**src/rtl/jump_decoder_pkg.sv**
```systemverilog
// Behaviour
// - An unconditional absolute jump loads the program counter with the jump register picked by the select bit.
// - The unconditional absolute jump is bits 15..4 equal to 001110011010 and bits 2..0 equal to 101, with bit 3 as the register select.
// - The relative jump target is the instruction's own address plus a 5-bit two's-complement offset from -16 to 15.
// - The unconditional relative jump is bits 15..5 equal to 00101111000, with bits 4..0 as the signed offset.
// - A conditional absolute jump loads the program counter from the picked jump register only while its condition holds.
// - The conditional jump is bits 15..11 equal to 00111 and bits 3..0 zero, condition in bits 10..5, select in bit 4, codes 0-15 flag low, 16-31 flag high.
// - Codes 32-35 test terminal counts 1-4, 36 start low, 37 start high, 47 ALU request completed.
// - Codes 38-40 test short-cut drain low, 41-43 short-cut source low, 44-46 short-cut drain high.
// - Code 48 tests boost high, 49 boost low, 50-55 the six current feedbacks high, 56-61 the same low.
// - Code 62 tests the core's own current feedback high and code 63 tests it low.
package jump_decoder_pkg;

	localparam int PC_WIDTH = 10;

	localparam logic [11:0] FAR_HI_CODE   = 12'h39A;
	localparam logic [2:0]  FAR_LO_CODE   = 3'h5;
	localparam int          FAR_SEL_BIT   = 3;
	localparam logic [10:0] REL_HI_CODE   = 11'h178;
	localparam logic [4:0]  COND_HI_CODE  = 5'h07;
	localparam logic [3:0]  COND_LO_CODE  = 4'h0;
	localparam int          COND_SEL_BIT  = 4;
	localparam int          COND_CODE_LSB = 5;
	localparam int          OFFSET_WIDTH  = 5;

	localparam logic [7:0]  REG_CTRL      = 8'h00;
	localparam logic [7:0]  REG_JUMP0     = 8'h04;
	localparam logic [7:0]  REG_JUMP1     = 8'h08;
	localparam logic [7:0]  REG_STATUS    = 8'h0C;
	localparam logic [2:0]  OWN_SEL_RESET = 3'h0;
	localparam int          CURRENT_COUNT = 6;

	typedef enum logic [1:0] {
		KIND_NONE = 2'b00,
		KIND_FAR  = 2'b01,
		KIND_REL  = 2'b10,
		KIND_COND = 2'b11
	} jump_kind_e;

	typedef struct packed {
		logic [15:0] flags;
		logic [3:0]  terminalCount;
		logic        startIn;
		logic [2:0]  shortcutDrain;
		logic [2:0]  shortcutSource;
		logic        aluDone;
		logic        boostHigh;
		logic [5:0]  currentFeedback;
	} cond_inputs_s;

endpackage

```
**src/rtl/condition_select.sv**
```systemverilog
`timescale 1ns/1ps
`default_nettype none
module condition_select
	import jump_decoder_pkg::*;
(
	input  wire cond_inputs_s condIn,
	input  wire logic [2:0]   ownSelect,
	input  wire logic [5:0]   condCode,
	output logic              condTrue
);
	logic [63:0] condVector;
	logic        ownCurrent;

	// An out-of-range own selection reads as a low feedback rather than aliasing another one.
	assign ownCurrent = (ownSelect < 3'(CURRENT_COUNT)) ? condIn.currentFeedback[ownSelect] : 1'b0;

	always_comb begin
		condVector[15:0]  = ~condIn.flags;
		condVector[31:16] = condIn.flags;
		condVector[35:32] = condIn.terminalCount;
		condVector[36]    = ~condIn.startIn;
		condVector[37]    = condIn.startIn;
		condVector[40:38] = ~condIn.shortcutDrain;
		condVector[43:41] = ~condIn.shortcutSource;
		condVector[46:44] = condIn.shortcutDrain;
		condVector[47]    = condIn.aluDone;
		condVector[48]    = condIn.boostHigh;
		condVector[49]    = ~condIn.boostHigh;
		condVector[55:50] = condIn.currentFeedback;
		condVector[61:56] = ~condIn.currentFeedback;
		condVector[62]    = ownCurrent;
		condVector[63]    = ~ownCurrent;
	end

	assign condTrue = condVector[condCode];
endmodule
`default_nettype wire

```
**src/rtl/relative_target.sv**
```systemverilog
`timescale 1ns/1ps
`default_nettype none
module relative_target
	import jump_decoder_pkg::*;
#(
	parameter int PC_W = PC_WIDTH
) (
	input  wire logic [PC_W-1:0]         baseAddr,
	input  wire logic [OFFSET_WIDTH-1:0] offset,
	output logic [PC_W-1:0]              target
);
	logic [PC_W-1:0] offsetExt;

	// The offset is sign extended so a negative value walks back from the jump itself.
	assign offsetExt = PC_W'($signed(offset));
	assign target    = baseAddr + offsetExt;
endmodule
`default_nettype wire

```
**src/rtl/microcore_jump_decoder.sv**
```systemverilog
// The APB slave port and the address map are this design's own decisions.
`timescale 1ns/1ps
`default_nettype none
module microcore_jump_decoder
	import jump_decoder_pkg::*;
#(
	parameter int PC_W = PC_WIDTH
) (
	input  wire logic            clk,
	input  wire logic            reset_n,
	input  wire logic            psel,
	input  wire logic            penable,
	input  wire logic            pwrite,
	input  wire logic [7:0]      paddr,
	input  wire logic [31:0]     pwdata,
	output logic [31:0]          prdata,
	output logic                 pready,
	output logic                 pslverr,
	input  wire logic            instrValid,
	input  wire logic [15:0]     instrWord,
	input  wire logic [PC_W-1:0] instrAddr,
	input  wire logic [15:0]     flags,
	input  wire logic [3:0]      terminalCount,
	input  wire logic            aluDone,
	input  wire logic            startPin,
	input  wire logic [2:0]      shortcutDrainPin,
	input  wire logic [2:0]      shortcutSourcePin,
	input  wire logic            boostHighPin,
	input  wire logic [5:0]      currentFeedbackPin,
	output logic [PC_W-1:0]      programCounter,
	output logic                 pcValid,
	output logic                 branchTaken
);
	// Pin inputs pass two flip-flops before the condition logic sees them.
	localparam int PIN_W = 1 + 3 + 3 + 1 + 6;

	logic [PIN_W-1:0] pinMeta_reg;
	logic [PIN_W-1:0] pinSync_reg;
	logic [PIN_W-1:0] pinRaw;

	logic [2:0]       ownSelect_reg;
	logic [PC_W-1:0]  jumpReg0_reg;
	logic [PC_W-1:0]  jumpReg1_reg;
	jump_kind_e       lastKind_reg;

	jump_kind_e       kind;
	cond_inputs_s     condIn;
	logic             condTrue;
	logic [PC_W-1:0]  relTarget;
	logic [PC_W-1:0]  selectedJump;
	logic [PC_W-1:0]  pc_next;
	logic             taken;
	logic             selBit;

	logic             apbAccess;
	logic             apbDone;
	logic             addrHit;
	logic [31:0]      readData;

	assign pinRaw = {startPin, shortcutDrainPin, shortcutSourcePin, boostHighPin, currentFeedbackPin};

	always_ff @(posedge clk or negedge reset_n) begin
		if (!reset_n) begin
			pinMeta_reg <= '0;
			pinSync_reg <= '0;
		end else begin
			pinMeta_reg <= pinRaw;
			pinSync_reg <= pinMeta_reg;
		end
	end

	always_comb begin
		condIn.flags           = flags;
		condIn.terminalCount   = terminalCount;
		condIn.aluDone         = aluDone;
		condIn.startIn         = pinSync_reg[13];
		condIn.shortcutDrain   = pinSync_reg[12:10];
		condIn.shortcutSource  = pinSync_reg[9:7];
		condIn.boostHigh       = pinSync_reg[6];
		condIn.currentFeedback = pinSync_reg[5:0];
	end

	// The three patterns cannot overlap, so no priority among them is needed.
	always_comb begin
		kind = KIND_NONE;
		if (instrWord[15:4] == FAR_HI_CODE && instrWord[2:0] == FAR_LO_CODE) begin
			kind = KIND_FAR;
		end else if (instrWord[15:5] == REL_HI_CODE) begin
			kind = KIND_REL;
		end else if (instrWord[15:11] == COND_HI_CODE && instrWord[3:0] == COND_LO_CODE) begin
			kind = KIND_COND;
		end
	end

	assign selBit       = (kind == KIND_COND) ? instrWord[COND_SEL_BIT] : instrWord[FAR_SEL_BIT];
	assign selectedJump = selBit ? jumpReg1_reg : jumpReg0_reg;

	condition_select u_condition_select (
		.condIn    (condIn),
		.ownSelect (ownSelect_reg),
		.condCode  (instrWord[COND_CODE_LSB +: 6]),
		.condTrue  (condTrue)
	);

	relative_target #(
		.PC_W (PC_W)
	) u_relative_target (
		.baseAddr (instrAddr),
		.offset   (instrWord[OFFSET_WIDTH-1:0]),
		.target   (relTarget)
	);

	always_comb begin
		pc_next = instrAddr + PC_W'(1);
		taken   = 1'b0;
		case (kind)
			KIND_FAR: begin
				pc_next = selectedJump;
				taken   = 1'b1;
			end
			KIND_REL: begin
				// Bits 9..5 are part of the fixed opcode, so no polarity or feedback is consulted.
				pc_next = relTarget;
				taken   = 1'b1;
			end
			KIND_COND: begin
				if (condTrue) begin
					pc_next = selectedJump;
					taken   = 1'b1;
				end
			end
			default: begin
				taken = 1'b0;
			end
		endcase
	end

	always_ff @(posedge clk or negedge reset_n) begin
		if (!reset_n) begin
			programCounter <= '0;
			branchTaken    <= 1'b0;
			lastKind_reg   <= KIND_NONE;
		end else if (instrValid) begin
			programCounter <= pc_next;
			branchTaken    <= taken;
			lastKind_reg   <= kind;
		end
	end

	always_ff @(posedge clk or negedge reset_n) begin
		if (!reset_n) begin
			pcValid <= 1'b0;
		end else begin
			pcValid <= instrValid;
		end
	end

	// The slave inserts one wait state so that read data can come from a flip-flop.
	assign apbAccess = psel && penable;
	assign apbDone   = apbAccess && pready;
	assign addrHit   = (paddr == REG_CTRL) || (paddr == REG_JUMP0) || (paddr == REG_JUMP1) || (paddr == REG_STATUS);

	always_comb begin
		readData = 32'h0000_0000;
		case (paddr)
			REG_CTRL:   readData[2:0] = ownSelect_reg;
			REG_JUMP0:  readData[PC_W-1:0] = jumpReg0_reg;
			REG_JUMP1:  readData[PC_W-1:0] = jumpReg1_reg;
			REG_STATUS: readData = {13'h0000, lastKind_reg, branchTaken, 6'h00, 10'(programCounter)};
			default:    readData = 32'h0000_0000;
		endcase
	end

	always_ff @(posedge clk or negedge reset_n) begin
		if (!reset_n) begin
			pready  <= 1'b0;
			pslverr <= 1'b0;
			prdata  <= 32'h0000_0000;
		end else begin
			pready  <= apbAccess && !pready;
			pslverr <= apbAccess && !pready && !addrHit;
			prdata  <= (apbAccess && !pready && !pwrite) ? readData : 32'h0000_0000;
		end
	end

	always_ff @(posedge clk or negedge reset_n) begin
		if (!reset_n) begin
			ownSelect_reg <= OWN_SEL_RESET;
			jumpReg0_reg  <= '0;
			jumpReg1_reg  <= '0;
		end else if (apbDone && pwrite) begin
			case (paddr)
				REG_CTRL:  ownSelect_reg <= pwdata[2:0];
				REG_JUMP0: jumpReg0_reg  <= pwdata[PC_W-1:0];
				REG_JUMP1: jumpReg1_reg  <= pwdata[PC_W-1:0];
				default:   ownSelect_reg <= ownSelect_reg;
			endcase
		end
	end
endmodule
`default_nettype wire

```
**config.mk**
```make
export PLATFORM = sky130hd
export DESIGN_NAME = microcore_jump_decoder
export DESIGN_NICKNAME = d
export VERILOG_FILES = /design/src/rtl/jump_decoder_pkg.sv /design/src/rtl/condition_select.sv /design/src/rtl/relative_target.sv /design/src/rtl/microcore_jump_decoder.sv
export SDC_FILE = /design/constraint.sdc
export NUM_CORES = 1
export LEC_CHECK = 0
export BUFFER_PORTS_ARGS = -buffer_cell sky130_fd_sc_hd__buf_4
export CAP_MARGIN = 20
export CORE_ASPECT_RATIO = 0.5
export CORE_MARGIN = 4
export CORE_UTILIZATION = 35
export DETAILED_ROUTE_END_ITERATION = 8
export GPL_ROUTABILITY_DRIVEN = 0
export HOLD_SLACK_MARGIN = 0.12
export SYNTH_ARGS = -nofsm -noshare
export SYNTH_HDL_FRONTEND = slang
export SYNTH_SLANG_ARGS = --single-unit
```
**constraint.sdc**
```tcl
create_clock -name clk -period 6.83 [get_ports clk]
set_input_delay 0 -clock clk [delete_from_list [all_inputs] [get_ports clk]]
set_output_delay 0 -clock clk [all_outputs]
set_load 0.02 [all_outputs]
```
======== Word level (Yosys, flattened, before mapping) ========
Cells that the tools add are included.
storage, ports and cells
  bits in registers ....................... 99
  input port bits ......................... 107
  output and inout port bits .............. 46
  word-level logic and storage cells ...... 72
operators by class
  $add $sub $neg .......................... 2
  order comparisons ....................... 3
  eq/ne operators ......................... 10
  mux-type cells .......................... 18
  bitwise gates (word level) .............. 7
  reductions and logical operators ........ 20
operators with widths
  cell                                                                     number
  32-bit 2-to-1 mux                                                        1
  10-bit case mux with 3 select lines                                      1
  7-bit case mux with 3 select lines                                       1
  10-bit 2-to-1 mux                                                        2
  8-bit by 4-bit equality test with 1-bit output, second input constant    2
  16-bit inverter                                                          1
  12-bit by 10-bit equality test with 1-bit output, second input constant  1
  3-bit case mux with 4 select lines                                       1
  11-bit by 9-bit equality test with 1-bit output, second input constant   1
  10-bit by 1-bit adder with 10-bit output, second input constant          1
  10-bit adder                                                             1
  9-bit 2-to-1 mux                                                         1
  8-bit by 3-bit equality test with 1-bit output, second input constant    1
  1-bit logical AND                                                        8
  8-bit zero test                                                          1
  6-bit by 7-bit < comparator with 1-bit output, second input constant     1
  1-bit binary-select mux with 6-bit select                                1
  2-bit 2-to-1 mux                                                         3
  3-bit inverter                                                           2
  6-bit inverter                                                           1
  2-bit AND reduction                                                      3
  5-bit by 3-bit equality test with 1-bit output, second input constant    1
  1-bit 2-to-1 mux                                                         5
  2-bit equality test, second input constant                               2
  other kinds (11)                                                         17

======== Longest topological paths before layout ========
Gate-level depths: netlist of the first run.
  depth after elaboration ................. 10
  depth in mapped cells ................... 11
  mapped depth without buffers ............ 11

======== By module ========
Synthesis of the first run repeated with hierarchy kept, for this count alone.
unflattened totals
  cells, all modules ...................... 393
  area total of the unflattened synthesis .. 4581.9 sq um
by module, submodules not included
  module                  times used  cells an instance  area each (sq um)  sequential area each (sq um)
  microcore_jump_decoder  1           290                3632.2             2001.9
  condition_select        1           54                 545.5              0.0
  relative_target         1           49                 404.1              0.0

======== Least setup slack after synthesis of the first run ========
No wires, ideal clock.
  path type ............................... register to register
  start point ............................. reg ownSelect_reg[1]
  end point ............................... reg programCounter[8]
  library setup time ...................... 90 ps
  data arrival time ....................... 2158 ps
  required time ........................... 6740 ps
  setup slack ............................. 4582 ps
  stages on the path, launching flop included .. 10
  path buffers ............................ 1
  period minus slack after synthesis ...... 2248 ps
  path through ............................ dfrtp_1 -> mux2i_1 -> o21ai_0 -> o21ai_0 -> mux2i_1 -> o311ai_2 -> and2_4 -> buf_6 -> mux2_4 -> o31ai_4
on the way
  cells in the longest elaborated chain, start to end .. 8
  elaborated cells on any way between the ends .. 9
  classes of those cells .................. order compare (1); mux (7); bitwise (1)
RTL lines
  element                                      line                           text
  from (decl)                                  microcore_jump_decoder.sv:41   logic [2:0] ownSelect_reg;
  from (signal assigned)                       microcore_jump_decoder.sv:193  REG_CTRL: ownSelect_reg <= pwdata[2:0];
  from (signal assigned)                       microcore_jump_decoder.sv:196  default: ownSelect_reg <= ownSelect_reg;
  1-bit binary-select mux with 3-bit select    condition_select.sv:15         assign ownCurrent = (ownSelect < 3'(CURRENT_COUNT)) ? condIn.currentFeedback[ownSelect] : 1'b0;
  1-bit 2-to-1 mux (not written as such)       condition_select.sv:15
  1-bit 2-to-1 mux *                           condition_select.sv:15
  1-bit inverter                               condition_select.sv:32         condVector[63] = ~ownCurrent;
  1-bit binary-select mux with 6-bit select *  condition_select.sv:35         assign condTrue = condVector[condCode];
  1-bit 2-to-1 mux (not written as such) *     condition_select.sv:35
  10-bit 2-to-1 mux *                          microcore_jump_decoder.sv:127  if (condTrue) begin
  10-bit case mux with 3 select lines *        microcore_jump_decoder.sv:116  case (kind)
  to (signal assigned)                         microcore_jump_decoder.sv:144  programCounter <= pc_next;
  to (decl)                                    microcore_jump_decoder.sv:30   output logic [PC_W-1:0] programCounter,
Mark *: on every way between the ends. The rest lies on a longest branch, timed or not. The select of a mux whose other input is x is not followed.
A chain may end at the register's enable or synchronous reset.

======== Worst setup path after layout of the first run ========
  start point ............................. in paddr[0]
  end point ............................... reg jumpReg0_reg[1]
on the way
  cells in the longest elaborated chain, start to end .. 2
RTL lines
  element                                         line                           text
  from (decl)                                     microcore_jump_decoder.sv:14   input wire logic [7:0] paddr,
  8-bit by 3-bit equality test with 1-bit output  microcore_jump_decoder.sv:192  case (paddr)
  2-bit AND reduction (no source line)            --
  to (signal assigned)                            microcore_jump_decoder.sv:194  REG_JUMP0: jumpReg0_reg <= pwdata[PC_W-1:0];
  to (decl)                                       microcore_jump_decoder.sv:42   logic [PC_W-1:0] jumpReg0_reg;
Every way passes these cells.

==> results of run 1 <==
## stage by stage
stage	worst slack [ps]	total power [mW]	cells	cell area (um^2)	hold WS [ps]
6_report	3998	1.211	750	6264	137.5
5_1_grt	3871	1.270	750	6264	188.0
4_1_cts	4077	1.220	748	6226	123.6
3_5_place_dp	4194	0.7197	696	5570	110.6
3_3_place_gp	4196	0.7174	696	5570	109.7
2_1_floorplan	4582	0.6394	452	4777	-295.6
## synth_stat cells, drive strengths merged, types with 9 or more instances
master	instances	area [um^2]
xnor2	9	78.83
o21ai	14	70.06
ha	10	125.1
nor2b	10	62.56
nand2	25	93.84
a21oi	13	65.06
mux2i	13	130.1
clkbuf	10	47.54
dfrtp	80	2002
mux2	41	465.4
nor3	9	45.04
inv	10	37.54
buf	28	217.7
nor2	34	127.6
nand3	15	75.07
mux4	10	232.7
## worst reg2reg max path, cell delays in order, from the launching register on
cell and delay, ps:
dfrtp_1 530, mux2i_1 220, o21ai_0 80, o21ai_0 220, mux2i_1 140, o311ai_2 600
and2_4 320, mux2_4 320, o31ai_4 150
## per-layer routing
metal	wire length [um]	up-vias	GRT usage, %
li1	-	1849	-
met1	5892	1836	22.90
met2	5915	97	26.01
met3	643	2	3.330
met4	41	0	3.074
met5	0	-	0
## repair_timing
action,4_1_cts,5_1_grt
endpoints found under the hold margin,133,11
hold buffers,36,1
gates resized for setup,0,0
## kinds of logic (layout without fill, tap and decap cells)
group	after synthesis	in the layout	share of synthesized area, %
muxes	64	64	17.59
adders and majority gates	11	11	3.082
buffers and inverters	48	176	6.429
other	1	19	0.07963
and+or+nand+nor	136	136	15.25
DFF	80	80	42.51
xor gates and xnor gates	14	14	2.604
AOI/OAI and AO/OA	80	80	12.46
## power by group
part           switching [mW]  internal [mW]
combinational           0.115          0.112
sequential             0.0124          0.491
clock                   0.196          0.285
## final cells by class
class,instances,share of cell area (%)
sequential,80,31.96
tap,170,3.396
inverter,10,0.5993
multi-input combinational,324,39.55
clock buffer,10,3.656
clock inverter,6,1.059
timing repair buffer,150,19.78
## worst paths after layout
| check | startpoint | endpoint | slack, ps | cells past startpoint |
|---|---|---|---|---|
| worst min register to register | pinMeta_reg[9]$_DFF_PN0_ | pinSync_reg[9]$_DFF_PN0_ | 350 | 0 |
| worst min-delay path | instrAddr[3] | programCounter[3]$_DFFE_PN0P_ | 140 | 4 |
| max in group asynchronous | reset_n | jumpReg1_reg[9]$_DFFE_PN0P_ | 5670 | 4 |
| worst max-delay path | paddr[0] | jumpReg0_reg[1]$_DFFE_PN0P_ | 4000 | 8 |
| min in group asynchronous | reset_n | pinSync_reg[7]$_DFF_PN0_ | 580 | 3 |
| worst max register to register | ownSelect_reg[1]$_DFFE_PN0P_ | programCounter[8]$_DFFE_PN0P_ | 4160 | 8 |
==> results.toml, run 1 <==
[outcome]
status = "finished, final reports clean"

[grt]
grt_pass1_wl_um = 19980
antenna_found_initial = 0
grtUsageTotal_pct = 16.22
grt_pass1_vias = 3757
gr-total-overflow = 0
grt_max_degree = 81

[cts]
htree_num_levels = 3
numCtsBuffers = 9
clk_pin_slew_worst_paths_ps = 60
ctsLongestPathBuffers = 2
cts_tree = "built"
cts_root_buffer = "clkbuf_16"
post-cts-setup-buffer-count = 0
cts.sink_count = 80
clk_latency_ps = 330

[drt]
drc = 0
drt_iter0_drc = 255
dr.pass1.iters = 4
vias = 3784
ant_nets = 0
drt-total-wl_um = 12490
viasPerCell = 5.045
post_drt_wl_per_cell_um = 16.66

[setup_path]
critical_path_arrival_ps = 3050
critical_path_class = "primary input to flip-flop"
path_buf_inv = 3
path_common_cell = "dlygate4sd3_1"
crit_slowest_cell = "nor3b_2"
crit_chain = "dlygate4sd3_1, buf_4, nor2_1, dlygate4sd3_1, nand2_1, or3_1, nor3b_2, mux2_2"
endpoint_kind = "flip-flop"
cp_max_fo = 10
max_stage_delay_ps = 820
cp_top_family = "simple AND/OR/NAND/NOR gates"
startpoint_type = "primary input"
required_ps = 7040

[logic_synthesis]
synth.avg_cell_area_um2 = 10.85
async_reset_ff_share_pct = 100.0
synthCells = 434
synth_cell_types = 70
yosys_register_bits = 80
yosys_warnings = 0
yosysSeqAreaShare_pct = 42.51
synth_flop_cell = "dfrtp_1"
mappedNetlistArea_um2 = 4710
synth_edf_count = 0

[sta]
fin_crit_sh_pct = 41.46
finalSetupViolCount = 0
finalSetupTns_ps = 0
maxSlewViolCount = 0
hold_viol = 0
worst_slew_pin_slew_ps = 971.2
skew_ps = 4.813
period_minus_slack_ps = 2832
max-slew-margin-rel_pct = 34.97
rsz0062_at_grt = "no"
fmaxAchievable_mhz = 353.1

[pwr]
pwr_density_cell_nw_per_um2 = 193.3
ir_worst_vdd_mv = 0.1200
power.leakage_nw = 2.859

[layout]
layout_common_cells = "buf_4 (112), dfrtp_1 (80), mux2_2 (40)"
num_antenna_cells = 0
regArea_um2 = 2002
fillerInstances = 1226
final_common_cell = "buf_4"
multi_input_area_um2 = 2477
final_util_pct = 48.49
final_layout_size_suffix_gt1_share_pct = 32.59
area_growth_syn_to_layout_pct = 33.00
nNetsFinal = 693

[floorplan]
die_area_um2 = 15490
fp.coreArea_um2 = 12920
start_util_pct = 36.46
fp-row-count = 29
die_w_um = 172.0
dieHeight_um = 90.03
io_pins = 153

[min_path]
hold_path.class = "primary input to flip-flop"

[placed_design]
dp.final_hpwl_um = 9153
portBuffers = 111

[run]
drv_cap = 0
(Power assumes the default switching activity.)
==> inputs of run 2 (changes only) <==
==> constraint.sdc (replaced) <==
create_clock -name clk -period 2.4 [get_ports clk]
set_input_delay 0 -clock clk [delete_from_list [all_inputs] [get_ports clk]]
set_output_delay 0 -clock clk [all_outputs]
set_load 0.02 [all_outputs]
==> results.toml, run 2 (synthesis results as in run 1) <==
[setup_path]
crit_chain = "dlygate4sd3_1, buf_4, ha_1, nor2b_1, o21ai_0, a21boi_0, o21ai_1, nand2b_1, xor2_1, a211o_1, o21a_1"
endpoint_kind = "flip-flop"
critical_path_class = "primary input to flip-flop"
path_buf_inv = 2
critical_path_arrival_ps = 2490
startpoint_type = "primary input"
crit_slowest_cell = "dlygate4sd3_1"
cp_top_family = "compound AO/OA/AOI/OAI gates"
cp_max_fo = 6
max_stage_delay_ps = 550
required_ps = 2630

[cts]
clk_pin_slew_worst_paths_ps = 60
numCtsBuffers = 9
ctsLongestPathBuffers = 2
clk_latency_ps = 340
cts_tree = "built"
cts.sink_count = 80
htree_num_levels = 3
cts_root_buffer = "clkbuf_16"

[pwr]
pwr_density_cell_nw_per_um2 = 548.3
power.leakage_nw = 2.929
power_mw = 3.497
ir_worst_vdd_mv = 0.2788

[grt]
grtUsageTotal_pct = 16.05
grt_pass1_wl_um = 19770
antenna_found_initial = 0
gr-total-overflow = 0
grt_max_degree = 53
grt_pass1_vias = 3759

[drt]
drt_iter0_drc = 240
drc = 0
drt-total-wl_um = 12390
viasPerCell = 5.085
vias = 3885
dr.pass1.iters = 4
post_drt_wl_per_cell_um = 16.21
ant_nets = 0

[floorplan]
fp-row-count = 29
die_w_um = 172.0
io_pins = 153
dieHeight_um = 90.03
start_util_pct = 36.46
fp.coreArea_um2 = 12920
die_area_um2 = 15490

[layout]
final_util_pct = 49.37
num_antenna_cells = 0
layout_common_cells = "buf_4 (128), dfrtp_1 (79), mux2_2 (40)"
nNetsFinal = 707
final_layout_size_suffix_gt1_share_pct = 35.19
area_growth_syn_to_layout_pct = 35.41
fillerInstances = 1201
final_common_cell = "buf_4"

[sta]
fin_crit_sh_pct = 93.78
period_minus_slack_ps = 2251
max-slew-margin-rel_pct = 49.27
finalSetupTns_ps = 0
finalSetupViolCount = 0
maxSlewViolCount = 0
worst_slew_pin_slew_ps = 755.8
fmaxAchievable_mhz = 444.3
hold_viol = 0
rsz0062_at_grt = "no"
skew_ps = 5.139

[min_path]
hold_path.class = "primary input to flip-flop"

[placed_design]
dp.final_hpwl_um = 9268
portBuffers = 111

[run]
drv_cap = 0

[outcome]
status = "finished, final reports clean"
-- run 2: final timing paths --
| path | start | end | slack [ps] | cells after the start |
|---|---|---|---|---|
| max in group asynchronous | reset_n | programCounter[5]$_DFFE_PN0P_ | 1550 | 3 |
| min in group asynchronous | reset_n | pinMeta_reg[7]$_DFF_PN0_ | 230 | 2 |
| setup reg to reg | ownSelect_reg[1]$_DFFE_PN0P_ | programCounter[8]$_DFFE_PN0P_ | 170 | 9 |
| hold reg to reg | pinMeta_reg[0]$_DFF_PN0_ | pinSync_reg[0]$_DFF_PN0_ | 350 | 0 |
| hold / removal | paddr[2] | prdata[17]$_DFF_PN0_ | 150 | 4 |
| setup / recovery | instrAddr[2] | programCounter[6]$_DFFE_PN0P_ | 150 | 11 |
-- run 2: where the power goes --
part | internal, mW | switching, mW | total, mW | leakage, nW
Sequential | 1.40 | 0.0332 | 1.43 | 1.02
Clock | 0.817 | 0.591 | 1.41 | 0.147
Combinational | 0.331 | 0.329 | 0.660 | 1.77
Total | 2.54 | 0.953 | 3.50 | 2.93
-- run 2: cell type report --
| cell class | instances | area [um^2] | share of cell area, % |
|---|---|---|---|
| clock buffer | 9 | 225.2 | 3.531 |
| clock inverter | 7 | 77.57 | 1.216 |
| inverter | 10 | 37.54 | 0.5886 |
| multi-input combinational | 324 | 2490 | 39.04 |
| sequential | 80 | 2003 | 31.41 |
| tap | 170 | 212.7 | 3.335 |
| timing repair buffer | 164 | 1331 | 20.88 |
-- run 2: timing repair --
item | in CTS | in global routing
hold buffers | 35 | 0
gates resized for setup | 0 | 5
endpoints found under the setup margin | 0 | 7
buffers inserted | 0 | 2
endpoints found under the hold margin | 105 | 0
-- run 2: tightest hold or removal path: stages --
cell	delay, ps
buf_4	180
nand2_1	80
nor2_1	50
and2_1	140
-- run 2: layer usage --
| metal | vias to the layer above | share of wire (%) | global-route usage (%) |
|---|---|---|---|
| li1 | 1870 | - | - |
| met1 | 1878 | 45 | 21.78 |
| met2 | 119 | 46 | 25.03 |
| met3 | 18 | 7.2 | 5.083 |
| met4 | 0 | 1.5 | 3.859 |
| met5 | - | 0 | 0 |
-- run 2: through the flow --
step / hold WS (ps) / setup slack, ps / cells / area, um^2
2_1_floorplan: -295.6 / 151.8 / 452 / 4777
3_3_place_gp: 83.53 / 119.9 / 711 / 5690
3_5_place_dp: 80.94 / 103.7 / 711 / 5690
4_1_cts: 143.2 / 59.01 / 762 / 6344
5_1_grt: 182.0 / 7.710 / 764 / 6377
6_report: 154.3 / 149.3 / 764 / 6377
